**config.mk**
```make
export PLATFORM = sky130hd
export DESIGN_NAME = opsr_top
export DESIGN_NICKNAME = d
export VERILOG_FILES = /design/src/hdl/opsr_pkg.sv /design/src/hdl/opsr_top.sv
export VERILOG_INCLUDE_DIRS = /design/src /design/src/hdl
export SDC_FILE = /design/constraint.sdc
export NUM_CORES = 1
export LEC_CHECK = 0
export BUFFER_PORTS_ARGS = -buffer_cell sky130_fd_sc_hd__buf_2
export CORE_AREA = 2 2 79 138
export DETAILED_ROUTE_END_ITERATION = 16
export DIE_AREA = 0 0 81 140
export PLACE_DENSITY_LB_ADDON = 0.08
export SYNTH_ARGS = -nofsm -noshare
export SYNTH_HDL_FRONTEND = slang
export SYNTH_SLANG_ARGS = --single-unit
```
**constraint.sdc**
```tcl
create_clock -name clk -period 2.5 [get_ports clk]
set_clock_uncertainty 0.15 [all_clocks]
set_input_delay 0.25 -clock clk [delete_from_list [all_inputs] [get_ports clk]]
set_output_delay 0.25 -clock clk [all_outputs]
set_load 0.005 [all_outputs]
```
**src/hdl/opsr_defs.svh**
```systemverilog
`ifndef OPSR_DEFS_SVH
`define OPSR_DEFS_SVH

`define OPSR_REG_W        16
`define OPSR_TRIG_W       16
`define OPSR_OP_CC_BIT    10
`define OPSR_OP_CV_BIT    8
`define OPSR_OP_MASK      16'h0500
`define OPSR_Q_CE_BIT     13
`define OPSR_Q_VE_BIT     12
`define OPSR_Q_CM_BIT     1
`define OPSR_Q_VM_BIT     0
`define OPSR_Q_MASK       16'h3003
`define OPSR_Q_LATCH_MASK 16'h3000
`define OPSR_SB_OP_BIT    7
`define OPSR_SB_Q_BIT     3
`define OPSR_RST_REG      16'h0000
`define OPSR_RST_TRIG     16'h0000

`endif

```
**src/hdl/opsr_pkg.sv**
```systemverilog
`default_nettype none
`include "opsr_defs.svh"
package opsr_pkg;

   typedef enum logic [3:0] {
      OPSR_NOP      = 4'h0,
      OPSR_TRIG_SET = 4'h1,
      OPSR_TRIG_QRY = 4'h2,
      OPSR_OPC_QRY  = 4'h3,
      OPSR_OPE_SET  = 4'h4,
      OPSR_OPE_QRY  = 4'h5,
      OPSR_OPEV_QRY = 4'h6,
      OPSR_PRESET   = 4'h7,
      OPSR_QC_QRY   = 4'h8,
      OPSR_QE_SET   = 4'h9,
      OPSR_QE_QRY   = 4'ha,
      OPSR_QEV_QRY  = 4'hb
   } opsr_op_t;

   typedef struct packed {
      opsr_op_t                  op;
      logic [`OPSR_REG_W-1:0]    data;
   } opsr_cmd_t;

   // live conditions from the regulation loop, not in this clock domain
   typedef struct packed {
      logic current_fault_flag;
      logic voltage_fault_flag;
      logic current_mode_live;
      logic voltage_mode_live;
   } opsr_live_t;

   typedef struct packed {
      opsr_live_t                sync1;
      opsr_live_t                sync2;
      opsr_live_t                hold_off;
      logic [`OPSR_REG_W-1:0]    operation_live_condition;
      logic [`OPSR_REG_W-1:0]    operation_summary_mask;
      logic [`OPSR_REG_W-1:0]    operation_latched_events;
      logic [`OPSR_REG_W-1:0]    ques_condition;
      logic [`OPSR_REG_W-1:0]    ques_mask;
      logic [`OPSR_REG_W-1:0]    ques_events;
      logic [`OPSR_TRIG_W-1:0]   trig_level;
      logic                      rsp_valid;
      logic [`OPSR_REG_W-1:0]    rsp_data;
      logic                      op_summary;
      logic                      ques_summary;
   } opsr_state_t;

endpackage
`default_nettype wire

```
**src/hdl/opsr_top.sv**
```systemverilog
// Operation
// RULE1 - trigger-level query returns the level last stored by trigger-set
// RULE2 - operation condition shows live unlatched state, 1 while active; code keeps a bit at 0 after preset until its condition goes away once
// RULE3 - bit 10 means current regulation, bit 8 voltage regulation
// RULE4 - bits 15-11, 9 and 7-0 of operation registers carry nothing
// RULE5 - operation register values stay within zero to 1313
// RULE6 - status byte bit 7 is OR of enabled operation events
// RULE7 - enable mask query returns the value last written
// RULE8 - operation event register latches events, read returns then clears
// RULE9 - entering a mode sets its event bit; repeat read gives zero
// RULE10 - preset clears operation and questionable condition registers
// RULE11 - host sets questionable mask error bits to have errors latched; code latches error bits whatever the mask holds
// RULE12 - questionable bits: 13 current err, 12 voltage err, 1 cm, 0 vm
// RULE13 - only error bits latch in questionable events; read clears them
// RULE14 - status byte bit 3 is OR of enabled questionable events
// RULE15 - unused bits read zero, mask writes to them are dropped
// RULE16 - event bit sets when its condition goes inactive to active
`default_nettype none
`include "opsr_defs.svh"
module opsr_top (
   input  wire logic                  clk,
   input  wire logic                  rstn,
   input  wire logic                  cmd_valid,
   input  wire opsr_pkg::opsr_cmd_t   cmd,
   input  wire opsr_pkg::opsr_live_t  live,
   output logic                       rsp_valid,
   output logic [`OPSR_REG_W-1:0]     rsp_data,
   output logic [7:0]                 status_byte
);

   opsr_pkg::opsr_state_t st;
   opsr_pkg::opsr_state_t next_st;

   logic                   take;
   logic                   preset;
   logic [`OPSR_REG_W-1:0] next_opc;
   logic [`OPSR_REG_W-1:0] next_qc;
   logic [`OPSR_REG_W-1:0] op_rise;
   logic [`OPSR_REG_W-1:0] q_rise;
   opsr_pkg::opsr_live_t   seen;

   // set wins over the read-clear so no event is lost on a read cycle
   function automatic logic [`OPSR_REG_W-1:0] latch_ev(
      input logic [`OPSR_REG_W-1:0] ev,
      input logic [`OPSR_REG_W-1:0] rise,
      input logic                   clr);
      latch_ev = (clr ? `OPSR_RST_REG : ev) | rise;
   endfunction

   // one decode of the command strobe, shared by preset and the clears
   function automatic logic cmd_is(
      input logic                valid,
      input opsr_pkg::opsr_cmd_t c,
      input opsr_pkg::opsr_op_t  code);
      cmd_is = valid && (c.op == code);
   endfunction

   assign take   = cmd_valid && (cmd.op != opsr_pkg::OPSR_NOP);
   assign preset = cmd_is(cmd_valid, cmd, opsr_pkg::OPSR_PRESET);

   always_comb begin
      next_st = st;
      next_st.sync1 = live;
      next_st.sync2 = st.sync1;
      // after preset a condition stays hidden until it goes away once
      seen = st.sync2 & ~st.hold_off;
      next_opc = `OPSR_RST_REG;                             // [RULE4]
      next_opc[`OPSR_OP_CC_BIT] = seen.current_mode_live;   // [RULE3]
      next_opc[`OPSR_OP_CV_BIT] = seen.voltage_mode_live;   // [RULE3]
      next_qc = `OPSR_RST_REG;
      next_qc[`OPSR_Q_CE_BIT] = seen.current_fault_flag;    // [RULE12]
      next_qc[`OPSR_Q_VE_BIT] = seen.voltage_fault_flag;    // [RULE12]
      next_qc[`OPSR_Q_CM_BIT] = seen.current_mode_live;     // [RULE12]
      next_qc[`OPSR_Q_VM_BIT] = seen.voltage_mode_live;     // [RULE12]
      if (preset) begin
         next_opc = `OPSR_RST_REG;                          // [RULE10]
         next_qc  = `OPSR_RST_REG;                          // [RULE10]
         next_st.hold_off = st.sync2;
      end else begin
         next_st.hold_off = st.hold_off & st.sync2;
      end
      next_st.operation_live_condition = next_opc;          // [RULE2]
      next_st.ques_condition = next_qc;
      op_rise = next_opc & ~st.operation_live_condition;    // [RULE16]
      q_rise = next_qc & ~st.ques_condition
               & `OPSR_Q_LATCH_MASK;                        // [RULE13]
      next_st.operation_latched_events = latch_ev(
         st.operation_latched_events, op_rise,
         cmd_is(cmd_valid, cmd, opsr_pkg::OPSR_OPEV_QRY)); // [RULE8] [RULE9]
      next_st.ques_events = latch_ev(st.ques_events, q_rise,
         cmd_is(cmd_valid, cmd, opsr_pkg::OPSR_QEV_QRY));   // [RULE13]
      next_st.rsp_valid = 1'b0;
      next_st.rsp_data  = st.rsp_data;
      if (take) begin
         unique case (cmd.op)
            opsr_pkg::OPSR_TRIG_SET: begin
               next_st.trig_level = cmd.data;               // [RULE1]
            end
            opsr_pkg::OPSR_TRIG_QRY: begin
               next_st.rsp_valid = 1'b1;
               next_st.rsp_data  = st.trig_level;           // [RULE1]
            end
            opsr_pkg::OPSR_OPC_QRY: begin
               next_st.rsp_valid = 1'b1;
               next_st.rsp_data  = st.operation_live_condition;
            end
            opsr_pkg::OPSR_OPE_SET: begin
               next_st.operation_summary_mask =
                  cmd.data & `OPSR_OP_MASK;                 // [RULE5] [RULE15]
            end
            opsr_pkg::OPSR_OPE_QRY: begin
               next_st.rsp_valid = 1'b1;
               next_st.rsp_data  = st.operation_summary_mask; // [RULE7]
            end
            opsr_pkg::OPSR_OPEV_QRY: begin
               next_st.rsp_valid = 1'b1;
               next_st.rsp_data  = st.operation_latched_events; // [RULE8]
            end
            opsr_pkg::OPSR_PRESET: begin
               next_st.rsp_valid = 1'b0;
            end
            opsr_pkg::OPSR_QC_QRY: begin
               next_st.rsp_valid = 1'b1;
               next_st.rsp_data  = st.ques_condition;
            end
            opsr_pkg::OPSR_QE_SET: begin
               // mask bits outside the questionable map are dropped
               next_st.ques_mask = cmd.data & `OPSR_Q_MASK; // [RULE15]
            end
            opsr_pkg::OPSR_QE_QRY: begin
               next_st.rsp_valid = 1'b1;
               next_st.rsp_data  = st.ques_mask;
            end
            opsr_pkg::OPSR_QEV_QRY: begin
               next_st.rsp_valid = 1'b1;
               next_st.rsp_data  = st.ques_events;          // [RULE13]
            end
            default: begin
               // unknown codes are ignored with no answer
               next_st.rsp_valid = 1'b0;
            end
         endcase
      end
      next_st.op_summary = |(next_st.operation_latched_events
                           & next_st.operation_summary_mask); // [RULE6]
      next_st.ques_summary = |(next_st.ques_events
                             & next_st.ques_mask);           // [RULE14]
   end

   always_ff @(posedge clk or negedge rstn) begin
      if (!rstn) begin
         st <= '0;
      end else begin
         st <= next_st;
      end
   end

   assign rsp_valid = st.rsp_valid;
   assign rsp_data  = st.rsp_data;

   always_comb begin
      status_byte = 8'h00;
      status_byte[`OPSR_SB_OP_BIT] = st.op_summary;
      status_byte[`OPSR_SB_Q_BIT]  = st.ques_summary;
   end
endmodule
`default_nettype wire

```
Yosys cells after proc, flatten, opt, wreduce, memory -nomap -nowiden:

Index checks and enable logic that the tools add are counted.

* bits in latches: 0
* bits in writable memories: 0
* flip-flop bits (word level): 136
* logic and storage cells: 68
* memories kept: 0
* bits in read-only memories: 0
* output and inout port bits: 25

* reduce and logical (&&, ||, !) cells: 11
* mux-type cells: 12
* $mul: 0
* add/sub/neg operators: 0
* equal/unequal tests: 11
* div/mod/pow operators: 0
* bitwise operators: 11
* shifts and indexed selects: 0
* $lt $le $gt $ge: 0

Operator list (number)
* $pmux W16 S7: 1
* $mux W16: 6
* $and A16 B16 Y16: 2
* $reduce_or A16 Y1: 2
* $mux W17: 1
* $and A11 B16 Y16: 1
* $eq A4 B3 Y1 const B: 4
* $eq A4 B4 Y1 const B: 4
* $not A11 Y16: 1
* $or A16 B14 Y16: 1
* $or A16 B16 Y16: 1
* $and A14 B14 Y14: 1
* $mux W14: 1
* $not A14 Y14: 1
* $mux W11: 1
* $and A4 B4 Y4: 2
* $eq A4 B2 Y1 const B: 2
* $reduce_bool A7 Y1: 1
* $reduce_or A7 Y1: 1
* $eq A4 B1 Y1 const B: 1
* $logic_and A1 B1 Y1: 4
* $mux W4: 1
* $not A4 Y4: 1
* $reduce_and A2 Y1: 2
* other kinds (2): 2

Longest topological paths before layout:

Gate-level depths: netlist of run 1.

* depth after elaboration: 7
* gate-level depth with buffers: 7

Worst setup path before layout of run 1:

No wires, ideal clock.

* kind: input-to-reg
* start: input cmd[16] in the netlist's numbering
* end: register st[23] in the netlist's numbering
* arrival time: 1.439 ns
* data required time: 2.225 ns
* stages on the path: 5
* setup slack: 0.786 ns
* path buffers: 2
* setup time: 0.125 ns
* cell sequence: buf_2 nand2b_4 nor4b_4 buf_6 mux2_2

* cells in the longest elaborated chain, start to end: 3

Ends and longest elaborated chain
* from (decl): line opsr_top.sv:24 `input wire opsr_pkg::opsr_cmd_t cmd,`
* $reduce_bool A4 Y1: line opsr_top.sv:58 `assign take = cmd_valid && (cmd.op != opsr_pkg::OPSR_NOP);`
* $logic_and A1 B1 Y1: line opsr_top.sv:58
* $reduce_and A2 Y1 (no source line) (*)
* to (signal assigned): line opsr_top.sv:154 `st <= next_st;`
* to (decl): line opsr_top.sv:31 `opsr_pkg::opsr_state_t st;`

Mark *: on every way between the ends. The rest lies on a longest branch, timed or not.
A chain may end at the register's enable or synchronous reset.

Worst setup path in the final report of run 1:

* start: input cmd[16] in the netlist's numbering
* end: register st, in the netlist rsp_data[0]

* cells in the longest elaborated chain, start to end: 3

Ends and longest elaborated chain
* $eq A4 B3 Y1, or another cell as far along: line opsr_top.sv:95 `unique case (cmd.op)`
* $reduce_bool A7 Y1 (no source line) / $logic_and A1 B1 Y1 (equally long branches)
* $reduce_and A2 Y1 (no source line)

Parallel ways exist; a longest one is shown, timed or not.

==> flow_summary.yaml, run 1 <==
final_layout:
  final_cells: 613
  layout-drive-gt1-share: 0.224
  finalNetCount: 501
  area_growth_pct: 19.4
  antenna_cells: 0
  fill_cells: 865
setup_path:
  crit_fanout: 18
  arrival_ns: 2.23
  ff2ff_setup_slack_ns: 0.64
  required_ns: 2.68
  crit_path_start_kind: "input port"
  critical_path_class: "in2reg"
  crit_path_end_kind: "register"
placement:
  gp_congestion: 0.930
  hpwlAfterDp_um: 8750
  dp.cells: 561
  io_buffers: 45
cts:
  clk_pin_slew_ns: 0.05
  h-tree-depth: 4
  cts_root_buffer: "clkbuf_16"
  cts_tree: "done"
  cts.sinks: 115
  cts_buffer_depth: 2
  cts_setup_buffers: 0
  numCtsBuffers: 17
  clock_latency_ns: 0.41
floorplanning:
  coreArea_um2: 10200
  ioPinCount: 52
  core.rowCount: 49
  fp.dieH_um: 140
  die-area_um2: 11300
  dieWidth_um: 81
  initial_core_util: 0.489
global_route:
  grt-ovfl-total: 0
  grt_usage: 0.243
  use_met1: 0.274
  grt_pass1_vias: 3559
  grt_use_met3: 0.0599
  met2_usage: 0.406
  grt_max_degree: 116
  grt_pass1_wl_um: 19900
  antenna_found_initial: 0
  top_usage_layer: "met2"
route:
  viasPerCell: 5.59
  drc: 0
  num_vias: 3429
  first_pass_iters: 5
  routedWlPerCell_um: 20.2
  drt_iter0_drc: 247
  detail-route-antenna-nets: 0
  wl_um: 12400
sta:
  fmax_mhz: 486
  post-route-min-period_ns: 2.06
  whs_ns: 0.189
  tightest_slew_ns: 0.934
  layout_worst_path_cycle_share: 0.823
  setup-tns-final_ns: 0
  maxSlewViolCount: 0
  grt_setup_unrepaired: "false"
  setup_violations: 0
  hold_violations: 0
  slew_headroom: 0.375
pwr:
  ir_drop_mv: 0.659
  power.switching_uw: 1160
  power_frac_comb: 0.098
  p_int_uw: 3780
  seqPwrFrac: 0.433
  power_uw: 4950
  switching_share: 0.235
  clkPwrFrac: 0.468
  p_leak_uw: 0.00286
  power_density_nw_per_um2: 832
synth:
  ys.flop_type: "dfrtp_1"
  yosys-top-cells-area: "dfrtp_1 (58%), and2_1 (5.7%), a22oi_1 (5.1%)"
  syn_area_um2: 4980
  yosysSeqAreaShare: 0.578
  yosysTopAreaCellShare: 0.578
  synth_cell_types: 43
  async_reset_ff_frac: 1.00
  syn_area_per_cell_um2: 11.8
  ys_ff_latch: 115
  synth_top_area_cell: "dfrtp_1"
  synth_edf_count: 0
  synth_cells: 421
  ys_warn_count: 0
flow_run:
  max-cap-violations: 0
status:
  status: "completed"
worst_hold_path:
  hold_path.class: "in2reg"
## critical path: stages
cell	delay, ns
buf_2	0.30
nor2b_1	0.15
o21ai_1	0.74
nand2_1	0.41
mux2i_1	0.20
o21ai_0	0.17
## cells by family after synthesis
group / share of synthesized area
and+or+nand+nor: 0.143
DFF: 0.578
AOI/OAI and AO/OA: 0.147
buffers and inverters: 0.0699
muxes: 0.0613
other: 0.000753
## registers in the layout, indices dropped and copies added, names as in the netlist
| register | count |
|---|---|
| next_st | 4 |
| rsp_data | 16 |
| rsp_valid | 1 |
| st | 92 |
| status_byte | 2 |
## layer usage
metal	up-vias	wire [um]
li1	1578	-
met3	39	454
met1	1702	4650
met4	0	589
met2	110	6700
met5	-	0
## synth_stat cells, types with 2 or more instances
master    count
a31oi_1      10
and3_1        2
a32oi_1       7
buf_4        25
a21o_1       13
a22o_1        4
o21ai_0       9
mux2i_1       8
nand2_1       9
o31ai_1       4
buf_6         2
nor2_1       13
o21a_1        2
mux2_2       20
a21oi_1       5
nor2b_1      16
a22oi_1      34
clkbuf_1      5
nand2b_1      3
nor3b_1       3
inv_1        13
nand3_1      18
dfrtp_1     115
and2_1       45
o221ai_1      2
buf_2        14
a221oi_1      4
## what timing repair did
| item | in CTS | in global routing |
|---|---|---|
| setup endpoints to repair | 0 | 0 |
| hold endpoints to repair | 140 | 0 |
| gates resized for setup | 0 | 0 |
| hold buffers | 21 | 0 |
## cell type report
cell class / instances / area (um^2) / share of cell area
timing repair buffer: 75 / 518 / 0.0871
tap: 127 / 159 / 0.0267
inverter: 13 / 48.8 / 0.00821
sequential: 115 / 2880 / 0.484
clock inverter: 9 / 106 / 0.0179
clock buffer: 22 / 464 / 0.0781
multi-input combinational: 252 / 1770 / 0.298
## path summary, 6_finish.rpt
path	from	end	cells past startpoint
max	cmd[16]	rsp_data[0]	6
min	cmd_valid	st[47]	4
max reg2reg	st[56]	status_byte[3]	5
min reg2reg	next_st[136]	st[136]	0
max in group asynchronous	rstn	rsp_data[10]	3
min in group asynchronous	rstn	st[97]	3
## metrics by stage
| stage | setup WS, ns | cell area, um^2 | util |
|---|---|---|---|
| CTS | 0.471 | 5950 | 0.584 |
| global route | 0.290 | 5950 | 0.584 |
| finish | 0.443 | 5950 | 0.584 |
| global placement | 0.142 | 5170 | 0.508 |
| floorplan | 0.786 | 5000 | - |
| detailed placement | 0.0621 | 5170 | 0.508 |
## cells in the final DEF, fill, tap and decap left out, types with 4 or more instances in the layout
cell type and count:
dfrtp_1 115, and2_1 45, buf_2 44, a22oi_1 34, dlygate4sd3_1 21, mux2_2 20
nand3_1 18, clkbuf_16 17, nor2b_1 16, nor2_1 13, inv_1 13, a21o_1 13
a31oi_1 10, o21ai_0 9, nand2_1 9, buf_4 9, mux2i_1 8, a32oi_1 7
conb_1 6, a21oi_1 5, a22o_1 4, a221oi_1 4, o31ai_1 4
## power groups by stage
stage / Combinational, uW / Sequential [uW] / Clock (uW)
floorplan: 381 / 2130 / 0
global placement: 456 / 2180 / 0
detailed placement: 468 / 2180 / 0
CTS: 495 / 2150 / 2350
global route: 543 / 2160 / 2460
finish: 486 / 2140 / 2320
Power figures use the tool's default switching activity.
==> inputs of run 2 (changes only) <==
Clock period 2.5 ns to 1.9 ns, I/O delays scaled along.
==> flow_summary.yaml, run 2 (synthesis results as in run 1) <==
status:
  status: "completed"
placement:
  dp.cells: 578
  place_ws_ns: -0.114
  hpwlAfterDp_um: 9100
  gp_congestion: 0.844
  io_buffers: 45
cts:
  clock_latency_ns: 0.41
  cts_setup_buffers: 0
  h-tree-depth: 4
  numCtsBuffers: 17
  cts_tree: "done"
  cts_root_buffer: "clkbuf_16"
  ctsResizeCount: 0
  clk_pin_slew_ns: 0.06
  cts.sinks: 115
  cts_buffer_depth: 2
final_layout:
  final_cell_mix: "dfrtp_1 (115), and2_1 (45), buf_2 (44), a22oi_1 (34), buf_4 (24)"
  largest_register_ffs: 92
  finalNetCount: 518
  final_cells: 631
  largest_register: "st"
  layout-drive-gt1-share: 0.258
  final_common_cell: "dfrtp_1"
  area_growth_pct: 22.9
  antenna_cells: 0
setup_path:
  slowest_delay_ns: 0.40
  crit_path_end_kind: "register"
  required_ns: 2.00
  arrival_ns: 1.95
  crit_path_start_kind: "register"
  cp_cell_sequence: "a22o_1 -> a221oi_1 -> nand3_1 -> o31ai_1 -> o221ai_1"
  cp_slowest_cell: "dfrtp_1"
  critical_path_class: "reg2reg"
  crit_fanout: 3
sta:
  setup-tns-final_ns: 0
  slew_headroom: 0.422
  grt_setup_unrepaired: "false"
  layout_worst_path_cycle_share: 0.974
  setup_slack_ns: 0.0487
  whs_ns: 0.114
  post-route-min-period_ns: 1.85
  tightest_slew_ns: 0.864
  hold_violations: 0
  maxSlewViolCount: 0
  fmax_mhz: 540
  setup_violations: 0
route:
  wl_um: 12800
  drc: 0
  num_vias: 3478
  drt_iter0_drc: 259
  detail-route-antenna-nets: 0
  viasPerCell: 5.51
  first_pass_iters: 5
  routedWlPerCell_um: 20.2
pwr:
  p_int_uw: 5000
  power.switching_uw: 1640
  power_density_nw_per_um2: 1080
  switching_share: 0.247
  p_leak_uw: 0.00296
  ir_drop_mv: 0.709
  power_uw: 6640
  seqPwrFrac: 0.423
  clkPwrFrac: 0.474
  power_frac_comb: 0.103
global_route:
  grt_pass1_wl_um: 20400
  grt_usage: 0.249
  grt_pass1_vias: 3753
  grt-ovfl-total: 0
  antenna_found_initial: 0
  grt_max_degree: 67
flow_run:
  max-cap-violations: 0
floorplanning:
  initial_core_util: 0.489
  ioPinCount: 52
  die-area_um2: 11300
  core.rowCount: 49
  coreArea_um2: 10200
  dieWidth_um: 81
  fp.dieH_um: 140
worst_hold_path:
  hold_path.class: "in2reg"
==> run 2: cell types whose count changed in the layout (fill, tap and decap cells not counted) <==
| cell | delta |
|---|---|
| buf_4 | +15 |
| clkbuf_1 | -3 |
| clkinv_4 | +3 |
| inv_6 | +3 |
| buf_12 | +2 |
| clkbuf_8 | -1 |
| clkinv_2 | -1 |
==> run 2: final cells by class <==
class | instances | area, um^2
Inverter | 13 | 48.8
Timing Repair Buffer | 92 | 671
Tap cell | 127 | 159
Clock inverter | 14 | 154
Multi-Input combinational cell | 252 | 1770
Clock buffer | 18 | 439
Sequential cell | 115 | 2880
Fill cell | 893 | 4060
==> run 2: layer usage <==
layer,track usage,part of all wire,up-vias
met5,0,0,-
met2,0.431,0.55,103
met3,0.0425,0.030,34
met1,0.281,0.37,1733
met4,0.144,0.048,0
li1,-,-,1608
==> run 2: metrics by stage <==
step | area, um^2 | utilization
floorplan | 5000 | -
global placement | 5320 | 0.523
detailed placement | 5320 | 0.523
CTS | 6120 | 0.602
global route | 6120 | 0.602
finish | 6120 | 0.602
==> run 2: worst max-delay path, delay by kind of cell (launching register included) <==
kind / cells / cell delay [ns]
simple gates: 1 / 0.11
compound gates: 4 / 1.05
flops: 1 / 0.40
==> run 2: what timing repair did <==
| item | in CTS | in global routing |
|---|---|---|
| setup endpoints to repair | 0 | 0 |
| endpoints found under the hold margin | 141 | 0 |
| hold buffers | 21 | 0 |
==> run 2: final timing paths <==
kind                         startpoint              to  slack, ns  cells past startpoint
max                              st[56]  status_byte[3]       0.05                      5
min                           cmd_valid  status_byte[7]       0.11                      4
max reg2reg                      st[56]  status_byte[3]       0.05                      5
min reg2reg                next_st[135]         st[135]       0.20                      0
max in group asynchronous          rstn     rsp_data[1]       1.09                      3
min in group asynchronous          rstn         st[103]       0.17                      3
==> run 2: power groups by stage <==
stage | combinational (uW) | sequential [uW] | clock [uW]
floorplan | 501 | 2800 | 0
global placement | 643 | 2850 | 0
detailed placement | 659 | 2850 | 0
CTS | 695 | 2810 | 3190
global route | 762 | 2830 | 3330
finish | 682 | 2810 | 3150
